`src/agpc_consts.svh`:
```
// constants for the amplifier gain and power control block
// assumes inclusion by bare name from the package and the top module
`ifndef AGPC_CONSTS_SVH
`define AGPC_CONSTS_SVH

// serial register addresses
`define AGPC_REG_REV      2'h0
`define AGPC_REG_PROD     2'h1
`define AGPC_REG_PWR      2'h2
`define AGPC_REG_ATTEN    2'h3

// reset values of the writable registers
`define AGPC_PWR_RST      8'h00
`define AGPC_ATTEN_RST    8'h50

// identity codes, values arbitrary
`define AGPC_REV_CODE     8'h5a
`define AGPC_PROD_CODE    8'h3c

// power register: both off bits high turn the amplifier off
`define AGPC_PWR_OFF_A    2
`define AGPC_PWR_OFF_B    1

// frame layout, bit positions in the 16-bit shift register
`define AGPC_RW_BIT       15
`define AGPC_ADDR_HI      9
`define AGPC_ADDR_LO      8

// frame bit counts
`define AGPC_BYTE_LAST    5'h07
`define AGPC_BYTE_LEN     5'h08
`define AGPC_FRAME_LEN    5'h10
`define AGPC_FRAME_OVER   5'h11

// parallel code clamp, codes above give minimum gain
`define AGPC_PAR_CODE_MAX 4'ha

// synchroniser depth for pins from outside the clock domain
`define AGPC_SYNC_STAGES  2

`endif

```
`src/agpc_pkg.sv`:
```
// types shared by the amplifier gain and power control block
// assumes the constants header sits in the same folder
package agpc_pkg;
`include "agpc_consts.svh"

   // serial frame sequencer states
   typedef enum logic [0:0]
   {
      AGPC_ST_IDLE  = 1'b0,
      AGPC_ST_FRAME = 1'b1
   } agpc_state_t;

   // raw pin group, also the synchronised copy
   typedef struct packed
   {
      logic mode_serial; // high selects serial control
      logic shutdown;    // amp_shutdown_pin
      logic cs_n;        // chip select, active low
      logic pin15;       // gain_bit_2 or serial clock
      logic pin3;        // gain_bit_1 or serial data in
      logic pin4;        // gain_bit_0 or serial data out readback
      logic gain3;       // gain_bit_3
   } agpc_pins_t;

   // whole state of the top module
   typedef struct packed
   {
      agpc_state_t state;     // frame sequencer
      logic        sclk_prev; // last sampled serial clock
      logic [4:0]  cnt;       // rising edges seen in the frame
      logic [15:0] shift;     // shifted-in frame bits
      logic [7:0]  rd_byte;   // register value to send out
      logic        sdo;       // serial output bit
      logic        sdo_oe;    // serial output drive
      logic [7:0]  pwr;       // amp_power_control
      logic [7:0]  atten;     // gain_attenuation
      logic [6:0]  out_atten; // applied attenuation, quarter dB
      logic        out_off;   // applied amplifier off
      logic        out_serial;// applied control mode
   } agpc_regs_t;

endpackage

```
`src/agpc_sync.sv`:
```
// two-flop synchroniser for a group of pins
// assumes inputs asynchronous to i_sys_clk
`timescale 1ns/1ps
module agpc_sync
#(
   parameter int W = 1
)
(
   input  wire logic         i_sys_clk,
   input  wire logic         i_rst_n,
   input  wire logic [W-1:0] i_async,
   output logic      [W-1:0] o_sync
);

   // first stage feeds only the second stage
   typedef struct packed
   {
      logic [W-1:0] meta;
      logic [W-1:0] sync;
   } agpc_sync_st_t;

   agpc_sync_st_t st_q;
   agpc_sync_st_t st_d;

   // next state: shift one stage per clock
   always_comb
   begin
      st_d      = st_q;
      st_d.meta = i_async;
      st_d.sync = st_q.meta;
   end

   // register with synchronous reset to zero
   always_ff @(posedge i_sys_clk)
   begin
      if (!i_rst_n)
      begin
         st_q <= '0;
      end
      else
      begin
         st_q <= st_d;
      end
   end

   assign o_sync = st_q.sync;

endmodule

```
`src/agpc_top.sv`:
```
// gain and power control logic of a programmable differential amplifier
// assumes pin levels from the bench, serial clock slower than i_sys_clk
`timescale 1ns/1ps
`include "agpc_consts.svh"
module agpc_top
   import agpc_pkg::*;
#(
   parameter logic [7:0] REV_CODE  = `AGPC_REV_CODE,  // arbitrary value
   parameter logic [7:0] PROD_CODE = `AGPC_PROD_CODE  // arbitrary value
)
(
   input  wire logic       i_sys_clk,
   input  wire logic       i_rst_n,
   input  wire logic       i_mode_serial,
   input  wire logic       i_amp_shutdown_pin,
   input  wire logic       i_cs_n,
   input  wire logic       i_pin3,
   input  wire logic       i_pin4,
   input  wire logic       i_pin15,
   input  wire logic       i_gain_bit_3,
   output logic            o_pin4,
   output logic            o_pin4_oe,
   output logic      [6:0] o_atten_qdb,
   output logic            o_amp_off,
   output logic            o_serial_mode
);

   // parallel code to attenuation in quarter dB, clamped at code 10
   function automatic logic [6:0] agpc_par_atten(input logic [3:0] code);
      logic [3:0] c;
      c = (code > `AGPC_PAR_CODE_MAX) ? `AGPC_PAR_CODE_MAX : code;
      agpc_par_atten = {c, 3'h0};
   endfunction

   // read decode of the four serial registers
   function automatic logic [7:0] agpc_read_reg(input logic [1:0] addr,
                                                input logic [7:0] pwr,
                                                input logic [7:0] atten);
      case (addr)
         `AGPC_REG_REV:  agpc_read_reg = REV_CODE;
         `AGPC_REG_PROD: agpc_read_reg = PROD_CODE;
         `AGPC_REG_PWR:  agpc_read_reg = pwr;
         default:        agpc_read_reg = atten;
      endcase
   endfunction

   agpc_pins_t pins_raw;  // pins as they arrive
   agpc_pins_t pins_s;    // pins after two flops
   agpc_regs_t q;         // registered state
   agpc_regs_t d;         // next state
   logic       sclk_rise; // serial clock rising edge seen
   logic       sclk_fall; // serial clock falling edge seen
   logic [3:0] par_code;  // parallel gain code
   logic       frame_ok;  // frame ended after exactly 16 clocks
   logic [1:0] frame_addr;// address field of the ended frame
   logic       frame_wr;  // ended frame is a write

   // gather pins into one group for the synchroniser
   always_comb
   begin
      pins_raw.mode_serial = i_mode_serial;
      pins_raw.shutdown    = i_amp_shutdown_pin;
      pins_raw.cs_n        = i_cs_n;
      pins_raw.pin15       = i_pin15;
      pins_raw.pin3        = i_pin3;
      pins_raw.pin4        = i_pin4;
      pins_raw.gain3       = i_gain_bit_3;
   end

   // every pin crosses two flops before any logic looks at it
   agpc_sync #(
      .W ($bits(agpc_pins_t))
   ) u_sync (
      .i_sys_clk (i_sys_clk),
      .i_rst_n   (i_rst_n),
      .i_async   (pins_raw),
      .o_sync    (pins_s)
   );

   // edge finder on the synchronised serial clock
   // a clock held low between frames just shows no edges
   assign sclk_rise = pins_s.pin15 & ~q.sclk_prev;
   assign sclk_fall = ~pins_s.pin15 & q.sclk_prev;

   // shared pins read as gain bits 3..0 in parallel mode
   assign par_code = {pins_s.gain3, pins_s.pin15, pins_s.pin3, pins_s.pin4};

   // end-of-frame decode
   assign frame_ok   = (q.cnt == `AGPC_FRAME_LEN);
   assign frame_addr = q.shift[`AGPC_ADDR_HI:`AGPC_ADDR_LO];
   assign frame_wr   = ~q.shift[`AGPC_RW_BIT];

   // next-state logic for sequencer, registers and outputs
   always_comb
   begin
      d           = q;
      d.sclk_prev = pins_s.pin15;
      if (!pins_s.mode_serial)
      begin
         // parallel mode: serial slave held idle
         d.state = AGPC_ST_IDLE;
         d.sdo   = 1'b0;
      end
      else
      begin
         case (q.state)
            AGPC_ST_IDLE:
            begin
               // chip select low opens a fresh access
               if (!pins_s.cs_n)
               begin
                  d.state = AGPC_ST_FRAME;
                  d.cnt   = 5'h00;
                  d.sdo   = 1'b0;
               end
            end
            AGPC_ST_FRAME:
            begin
               if (pins_s.cs_n)
               begin
                  // chip select rise: write only on a full frame
                  d.state = AGPC_ST_IDLE;
                  d.sdo   = 1'b0;
                  if (frame_ok && frame_wr)
                  begin
                     // identity registers ignore writes
                     if (frame_addr == `AGPC_REG_PWR)
                     begin
                        d.pwr = q.shift[7:0];
                     end
                     else if (frame_addr == `AGPC_REG_ATTEN)
                     begin
                        d.atten = q.shift[7:0];
                     end
                  end
               end
               else
               begin
                  // rising edge: sample data in, msb first
                  if (sclk_rise)
                  begin
                     d.shift = {q.shift[14:0], pins_s.pin3};
                     if (q.cnt != `AGPC_FRAME_OVER)
                     begin
                        d.cnt = q.cnt + 5'h01;
                     end
                     // first byte done: fetch the addressed register
                     if (q.cnt == `AGPC_BYTE_LAST)
                     begin
                        d.rd_byte = agpc_read_reg({q.shift[0], pins_s.pin3},
                                                  q.pwr, q.atten);
                     end
                  end
                  // falling edge: drive the read byte, msb first
                  if (sclk_fall && (q.cnt >= `AGPC_BYTE_LEN)
                      && (q.cnt < `AGPC_FRAME_LEN))
                  begin
                     d.sdo = q.rd_byte[~q.cnt[2:0]];
                  end
               end
            end
            default:
            begin
               d.state = AGPC_ST_IDLE;
            end
         endcase
      end
      // output sources for a one, switches off for a zero
      d.sdo_oe = pins_s.mode_serial && (d.state == AGPC_ST_FRAME)
                 && !pins_s.cs_n && d.sdo;
      // applied gain and power, chosen by the mode pin
      d.out_serial = pins_s.mode_serial;
      if (pins_s.mode_serial)
      begin
         d.out_atten = d.atten[6:0];
         d.out_off   = d.pwr[`AGPC_PWR_OFF_A] & d.pwr[`AGPC_PWR_OFF_B];
      end
      else
      begin
         // direct from pins; idle bus code 14 clamps to minimum gain
         d.out_atten = agpc_par_atten(par_code);
         d.out_off   = pins_s.shutdown;
      end
   end

   // state register, synchronous reset
   always_ff @(posedge i_sys_clk)
   begin
      if (!i_rst_n)
      begin
         q           <= '0;
         q.state     <= AGPC_ST_IDLE;
         q.pwr       <= `AGPC_PWR_RST;
         q.atten     <= `AGPC_ATTEN_RST;
         q.out_atten <= agpc_par_atten(4'h0);
      end
      else
      begin
         q <= d;
      end
   end

   // outputs straight from flops
   assign o_pin4        = q.sdo;
   assign o_pin4_oe     = q.sdo_oe;
   assign o_atten_qdb   = q.out_atten;
   assign o_amp_off     = q.out_off;
   assign o_serial_mode = q.out_serial;

   // parallel code maps to attenuation one clock after the synchronised pins
   a_parallel_gain_map: assert property (@(posedge i_sys_clk) disable iff (!i_rst_n)
      (!pins_s.mode_serial) |=> (o_atten_qdb == agpc_par_atten($past(par_code))))
      else $error("parallel gain mapping wrong");

   // shutdown pin follows in parallel mode, gain untouched
   a_parallel_shut: assert property (@(posedge i_sys_clk) disable iff (!i_rst_n)
      (!pins_s.mode_serial) |=> (o_amp_off == $past(pins_s.shutdown)))
      else $error("shutdown pin not applied");

   // serial mode: power register alone decides off
   a_serial_off_src: assert property (@(posedge i_sys_clk) disable iff (!i_rst_n)
      $past(pins_s.mode_serial) |-> (o_amp_off == (q.pwr[2] & q.pwr[1])))
      else $error("serial off not from power register");

   // no drive once chip select is high
   a_sdo_hiz_idle: assert property (@(posedge i_sys_clk) disable iff (!i_rst_n)
      pins_s.cs_n |=> !o_pin4_oe)
      else $error("serial output driven without select");

   // short or long frames leave registers untouched
   a_bad_frame_nowr: assert property (@(posedge i_sys_clk) disable iff (!i_rst_n)
      (q.state == AGPC_ST_FRAME && pins_s.cs_n && pins_s.mode_serial && !frame_ok)
      |=> ($stable(q.pwr) && $stable(q.atten)))
      else $error("register written by incomplete frame");

   // identity registers never change the writable ones
   a_ro_no_write: assert property (@(posedge i_sys_clk) disable iff (!i_rst_n)
      (q.state == AGPC_ST_FRAME && pins_s.cs_n && frame_addr[1] == 1'b0)
      |=> ($stable(q.pwr) && $stable(q.atten)))
      else $error("write to identity register had effect");

   // full write frame lands in the attenuation register
   a_atten_write: assert property (@(posedge i_sys_clk) disable iff (!i_rst_n)
      (q.state == AGPC_ST_FRAME && pins_s.cs_n && pins_s.mode_serial && frame_ok
       && frame_wr && frame_addr == `AGPC_REG_ATTEN)
      |=> (q.atten == $past(q.shift[7:0])) ##1 (o_atten_qdb == q.atten[6:0]))
      else $error("attenuation write lost");

   // data in sampled on the rising edge
   a_rise_sample: assert property (@(posedge i_sys_clk) disable iff (!i_rst_n)
      (q.state == AGPC_ST_FRAME && !pins_s.cs_n && pins_s.mode_serial && sclk_rise)
      |=> (q.shift[0] == $past(pins_s.pin3)))
      else $error("data in not sampled on rise");

   // output bit changes only on a falling edge within a frame
   a_fall_only: assert property (@(posedge i_sys_clk) disable iff (!i_rst_n)
      (q.state == AGPC_ST_FRAME && !pins_s.cs_n && pins_s.mode_serial && !sclk_fall)
      |=> $stable(q.sdo))
      else $error("serial output moved off a falling edge");

   // select low starts count from zero
   a_fresh_frame: assert property (@(posedge i_sys_clk) disable iff (!i_rst_n)
      (q.state == AGPC_ST_IDLE && !pins_s.cs_n && pins_s.mode_serial)
      |=> (q.cnt == 5'h00 && q.state == AGPC_ST_FRAME))
      else $error("frame did not start fresh");

   // register reset values after release
   a_reset_values: assert property (@(posedge i_sys_clk) disable iff (!i_rst_n)
      $past(!i_rst_n) |-> (q.pwr == `AGPC_PWR_RST && q.atten == `AGPC_ATTEN_RST))
      else $error("register reset values wrong");

   // main scenarios
   c_serial_write: cover property (@(posedge i_sys_clk) disable iff (!i_rst_n)
      q.state == AGPC_ST_FRAME && pins_s.cs_n && frame_ok && frame_wr);
   c_serial_read: cover property (@(posedge i_sys_clk) disable iff (!i_rst_n)
      q.state == AGPC_ST_FRAME && pins_s.cs_n && frame_ok && !frame_wr);
   c_short_frame: cover property (@(posedge i_sys_clk) disable iff (!i_rst_n)
      q.state == AGPC_ST_FRAME && pins_s.cs_n && !frame_ok);
   c_par_shutdown: cover property (@(posedge i_sys_clk) disable iff (!i_rst_n)
      !o_serial_mode && o_amp_off);

endmodule

```
`config.mk`:
```
export PLATFORM = sky130hd
export DESIGN_NAME = agpc_top
export DESIGN_NICKNAME = d
export VERILOG_FILES = /design/src/agpc_pkg.sv /design/src/agpc_sync.sv /design/src/agpc_top.sv
export VERILOG_INCLUDE_DIRS = /design/src
export SDC_FILE = /design/constraint.sdc
export NUM_CORES = 1
export LEC_CHECK = 0
export BUFFER_PORTS_ARGS = -buffer_cell sky130_fd_sc_hd__buf_2
export CORE_ASPECT_RATIO = 2
export CORE_MARGIN = 2
export CORE_UTILIZATION = 55
export CTS_CLUSTER_SIZE = 40
export DETAILED_ROUTE_END_ITERATION = 12
export GPL_ROUTABILITY_DRIVEN = 0
export PLACE_DENSITY = 0.75
export SLEW_MARGIN = 20
export SYNTH_ARGS = -nofsm -noshare
export SYNTH_HDL_FRONTEND = slang
export SYNTH_SLANG_ARGS = --single-unit
```
`constraint.sdc`:
```
create_clock -name i_sys_clk -period 2.3 [get_ports i_sys_clk]
set_input_delay 0.69 -clock i_sys_clk [delete_from_list [all_inputs] [get_ports i_sys_clk]]
set_output_delay 0.69 -clock i_sys_clk [all_outputs]
set_load 0.005 [all_outputs]
```
Yosys cells after proc, flatten, opt, wreduce, memory -nomap -nowiden
Cells that the tools add are included.
{"block": "totals", "ff_bits": 72, "wordCells": 82}
{"block": "op_classes", "addsub": 1, "n_lt_le_gt_ge": 4, "n_eq_ne": 11, "muxes": 25, "bitwise": 10, "reduce_logical": 14}
{"operator": "$mux 29", "count": 2}
{"operator": "$mux 11", "count": 4}
{"operator": "$mux 8", "count": 4}
{"operator": "$pmux 8 s3", "count": 1}
{"operator": "$reduce_and 5->1", "count": 3}
{"operator": "$mux 5", "count": 2}
{"operator": "$pmux 5 s2", "count": 1}
{"operator": "$mux 1", "count": 7}
{"operator": "$eq 2x2->1 const B", "count": 3}
{"operator": "$logic_and 1x1->1", "count": 6}
{"operator": "$not 1->1", "count": 6}
{"operator": "$reduce_and 6->1", "count": 1}
{"operator": "$add 5x1->5 const B", "count": 1}
{"operator": "$eq 5x3->1 const B", "count": 1}
{"operator": "$eq 5x5->1 const B", "count": 1}
{"operator": "$ge 5x4->1 const B", "count": 1}
{"operator": "$lt 5x5->1 const B", "count": 1}
{"operator": "$ne 5x5->1 const B", "count": 1}
{"operator": "$gt 4x4->1 const B", "count": 1}
{"operator": "$lt 3x4->1 const B", "count": 1}
{"operator": "$mux 4", "count": 1}
{"operator": "$ne 2x1->1 const B", "count": 2}
{"operator": "$ne 2x2->1 const B", "count": 2}
{"operator": "$reduce_and 4->1", "count": 1}
{"operator": "other kinds (9)", "count": 11}

Logic depth before layout (Yosys ltp)
{"block": "logic_depth", "word_depth": 9, "ltp_mapped": 7, "ltp_nobuf": 6}

Hierarchy
A second synthesis with hierarchy kept.
{"block": "unflattened", "cells_unflattened": 296, "area_unflattened_um2": 2826.5}
{"mod": "agpc_top", "n_inst": 1, "cells_per_inst": 267, "area_each_um2": 2434.8, "seq_area_each_um2": 1161.1}
{"mod": "agpc_sync", "n_inst": 1, "cells_per_inst": 29, "area_each_um2": 391.6, "seq_area_each_um2": 280.3}

Worst setup path after synthesis
Ideal clock, no wire load.
{"block": "synth_timing", "path_kind": "flip-flop to flip-flop", "startpoint": "register q[53] (netlist bit)", "endpoint": "register q (netlist bit o_atten_qdb[4])", "setup_ns": 0.086, "t_arrival_ns": 1.768, "slack_ns": 0.447, "path_stages_with_launch": 6, "n_path_buf": 1, "period_less_slack_ns": 1.853, "cell_sequence": "dfxtp_1 -> or3b_4 -> or4_4 -> buf_6 -> mux2i_1 -> a211oi_1"}
{"block": "synth_between", "elab_chain_cells": 7}
{"element": "start, declared", "line": "agpc_top.sv:49", "text": "agpc_regs_t q;"}
{"element": "$eq 5x5->1 (no line)"}
{"element": "$logic_and 1x1->1", "line": "agpc_top.sv:124", "text": "if (frame_ok && frame_wr)"}
{"element": "$mux 11", "line": "agpc_top.sv:124"}
{"element": "$mux 11", "line": "agpc_top.sv:119", "text": "if (pins_s.cs_n)"}
{"element": "$mux 11", "line": "agpc_top.sv:106", "text": "case (q.state)"}
{"element": "$mux 11", "line": "agpc_top.sv:98", "text": "if (!pins_s.mode_serial)"}
{"element": "$mux 8", "line": "agpc_top.sv:173", "text": "if (pins_s.mode_serial)"}
No other way between the ends.
A chain may end at the register's enable or synchronous reset.

Worst setup path in the final report
{"block": "layout_timing", "startpoint": "register q[53] (netlist bit)", "endpoint": "register q (netlist bit o_atten_qdb[5])"}
The elaborated chain is that of the path after synthesis.

==> impl_metrics.py <==
metrics = {
    "finish": {
        "n_antenna_cell": 0,
        "nets": 326,
        "final_common_cell": "dfxtp_1",
        "drive_gt1_frac": 0.1630,
        "layout_common_cells": "dfxtp_1 (72), nand2_1 (44), nor2_1 (27), a21oi_1 (27)",
        "nFillCells": 449,
        "layoutNonFillerInstCount": 377,
        "synthToLayoutAreaGrowth_pct": 10.54,
    },
    "worst_setup_path": {
        "criticalPathCategory": "reg2reg",
        "start_kind": "flop",
        "rr_startpoint": "q[53]",
        "crit_buf_inv": 0,
        "crit_path_end_kind": "flop",
        "arrival_ns": 2.28,
        "worst-path-max-fanout": 8,
        "max_stage_delay_ns": 0.65,
        "cp-startpoint": "q[53]",
        "path_delay_family": "simple AND/OR/NAND/NOR gates",
        "crit_chain": "or3b_4 -> or4_4 -> mux2i_1 -> o32ai_1",
        "slowest_stage": "or4_4",
        "cp_data_required_time_ns": 2.52,
    },
    "grt": {
        "grt_pass1_wl_um": 9094,
        "met3_usage": 0.05241,
        "grt_max_degree": 25,
        "first_global_vias": 2013,
        "grt.busiest_layer": "met2",
        "grtUsageMet1": 0.2565,
        "antenna_found_initial": 0,
        "grt_use_met2": 0.3554,
        "overflow": 0,
        "grt.total_usage": 0.2193,
    },
    "synthesis": {
        "synth-compound-area-share": 0.1036,
        "synth_xor_area_frac": 0,
        "synthMuxAreaShare": 0.1032,
        "synthSimpleGateAreaFrac": 0.2139,
        "synth.avg_cell_area_um2": 9.386,
        "ys_seq_area_frac": 0.5102,
        "syn_nets": 313,
        "synth_top_family_by_area": "simple AND/OR/NAND/NOR gates",
        "synth.distinct_cells": 40,
        "ys_ff_latch": 72,
        "synth_area_um2": 2825,
        "syn-instance-count": 301,
        "yosys_most_used_dff": "dfxtp_1",
        "synth_adder_area_share": 0.01329,
        "synth_edf_count": 0,
        "yosys_warnings": 0,
        "ys_async_sr_fraction": 0,
    },
    "timing": {
        "setup_tns_ns": 0,
        "rsz0062_at_grt": "no",
        "setup_viol": 0,
        "skew_ns": 0.007806,
        "max_freq_mhz": 483.8,
        "drv_slew": 0,
        "relSlewSlack": 0.5687,
        "fin_crit_ns": 2.067,
        "worst_pin_slew_ns": 0.6469,
        "hold_viol": 0,
        "period_share": 0.8987,
        "worst_hold_slack_ns": 0.4359,
    },
    "floorplan": {
        "fp.dieH_um": 105.4,
        "rows": 37,
        "die_area_um2": 5761,
        "start_util": 0.5599,
        "die_w_um": 54.68,
        "ioPinCount": 20,
        "core_area_um2": 5046,
    },
    "detailed_routing": {
        "drt-total-wl_um": 5564,
        "wl_per_cell_um": 14.76,
        "drc": 0,
        "avgViaCountPerCell": 5.682,
        "drt_iter0_markers": 50,
        "via_count": 2142,
        "ant_nets": 0,
        "dr.pass1.iters": 4,
    },
    "clocking": {
        "numCtsBuffers": 9,
        "cts_setup_buffers": 0,
        "cts.repair.resized": 0,
        "clk_pin_slew_ns": 0.08,
        "clock-sinks": 72,
        "tritoncts": "built",
        "htree_levels": 3,
        "holdBufCountCts": 0,
        "clockBufferDepth": 2,
        "insertion_delay_ns": 0.35,
        "cts_root_buf": "clkbuf_8",
    },
    "power_and_ir_drop": {
        "p_per_area_nw_per_um2": 750.0,
        "vdd_ir_drop_max_mv": 0.5710,
        "total_power_uw": 2342,
        "power_leakage_uw": 0.001226,
    },
    "run_status": {
        "outcome": "completed",
    },
    "place": {
        "dp_cells": 361,
        "dp_hpwl_um": 3896,
        "io_buffer_count": 19,
    },
    "job": {
        "maxCapViolations": 0,
    },
    "min_path": {
        "min_from": "u_sync.st_d[4]",
        "min_path_type": "reg2reg",
    },
}
==> cell type report <==
| cell class | count | area (µm²) | share of cell area |
|---|---|---|---|
| inverter | 10 | 37.54 | 0.01202 |
| multi-input combinational | 196 | 1226 | 0.3926 |
| timing repair buffer | 25 | 140.1 | 0.04487 |
| clock inverter | 6 | 67.56 | 0.02163 |
| clock buffer | 10 | 137.6 | 0.04407 |
| sequential | 72 | 1441 | 0.4615 |
| tap | 58 | 72.57 | 0.02324 |
==> flip-flops by register name (all words and copies together) (netlist names) <==
register       flops
o_serial_mode      1
o_atten_qdb        7
o_pin4_oe          1
u_sync.o_sync      7
frame_addr         2
u_sync.st_d        7
o_pin4             1
q                 45
o_amp_off          1
==> cells in the mapped netlist (4+ instances only) <==
cell	n	area [µm²]
o21ai_0	8	40.04
nand3_1	6	30.03
and2_1	17	106.4
buf_4	7	52.55
nand2_1	44	165.2
a311oi_1	4	35.03
mux2_2	5	56.30
dfxtp_1	72	1441
nor2_1	27	101.4
inv_1	9	33.78
a21oi_1	27	135.1
clkbuf_1	15	56.30
mux2i_1	19	190.2
==> worst register-to-register path: stages, from the launching register on <==
cell	delay, ns
dfxtp_1	0.38
or3b_4	0.46
or4_4	0.65
mux2i_1	0.30
o32ai_1	0.14
==> worst paths after layout <==
path	endpoint	depth (start not counted)	slack, ns
hold / removal	u_sync.o_sync[4]	1	0.44
hold reg to reg	u_sync.o_sync[4]	1	0.44
setup / recovery	o_atten_qdb[5]	4	0.23
setup reg to reg	o_atten_qdb[5]	4	0.23
==> per-layer routing <==
| metal | routed length [µm] | vias to the layer above |
|---|---|---|
| li1 | - | 1054 |
| met1 | 2341 | 1045 |
| met2 | 2945 | 32 |
| met3 | 158 | 11 |
| met4 | 118 | 0 |
| met5 | 0 | - |
==> metrics by stage <==
| step | util | cell area [µm²] | worst slack [ns] |
|---|---|---|---|
| after floorplan | - | 2825 | 0.4469 |
| after global placement | 0.5782 | 2918 | 0.2944 |
| after detailed placement | 0.5782 | 2918 | 0.2389 |
| after CTS | 0.6189 | 3123 | 0.2366 |
| after global routing | 0.6189 | 3123 | 0.08028 |
| final | 0.6189 | 3123 | 0.2329 |
==> power breakdown <==
group	switching, µW	internal [µW]	total (µW)
clock network	480	534	1010
logic	31.3	24.0	55.3
registers	11.8	1260	1270
total	523	1820	2340
==> logic make-up after synthesis <==
group	Yosys count
compound gates	49
mux	26
buf+inv	33
flops	72
fa+ha+maj	3
simple gates	118
(Power assumes the default switching activity.)
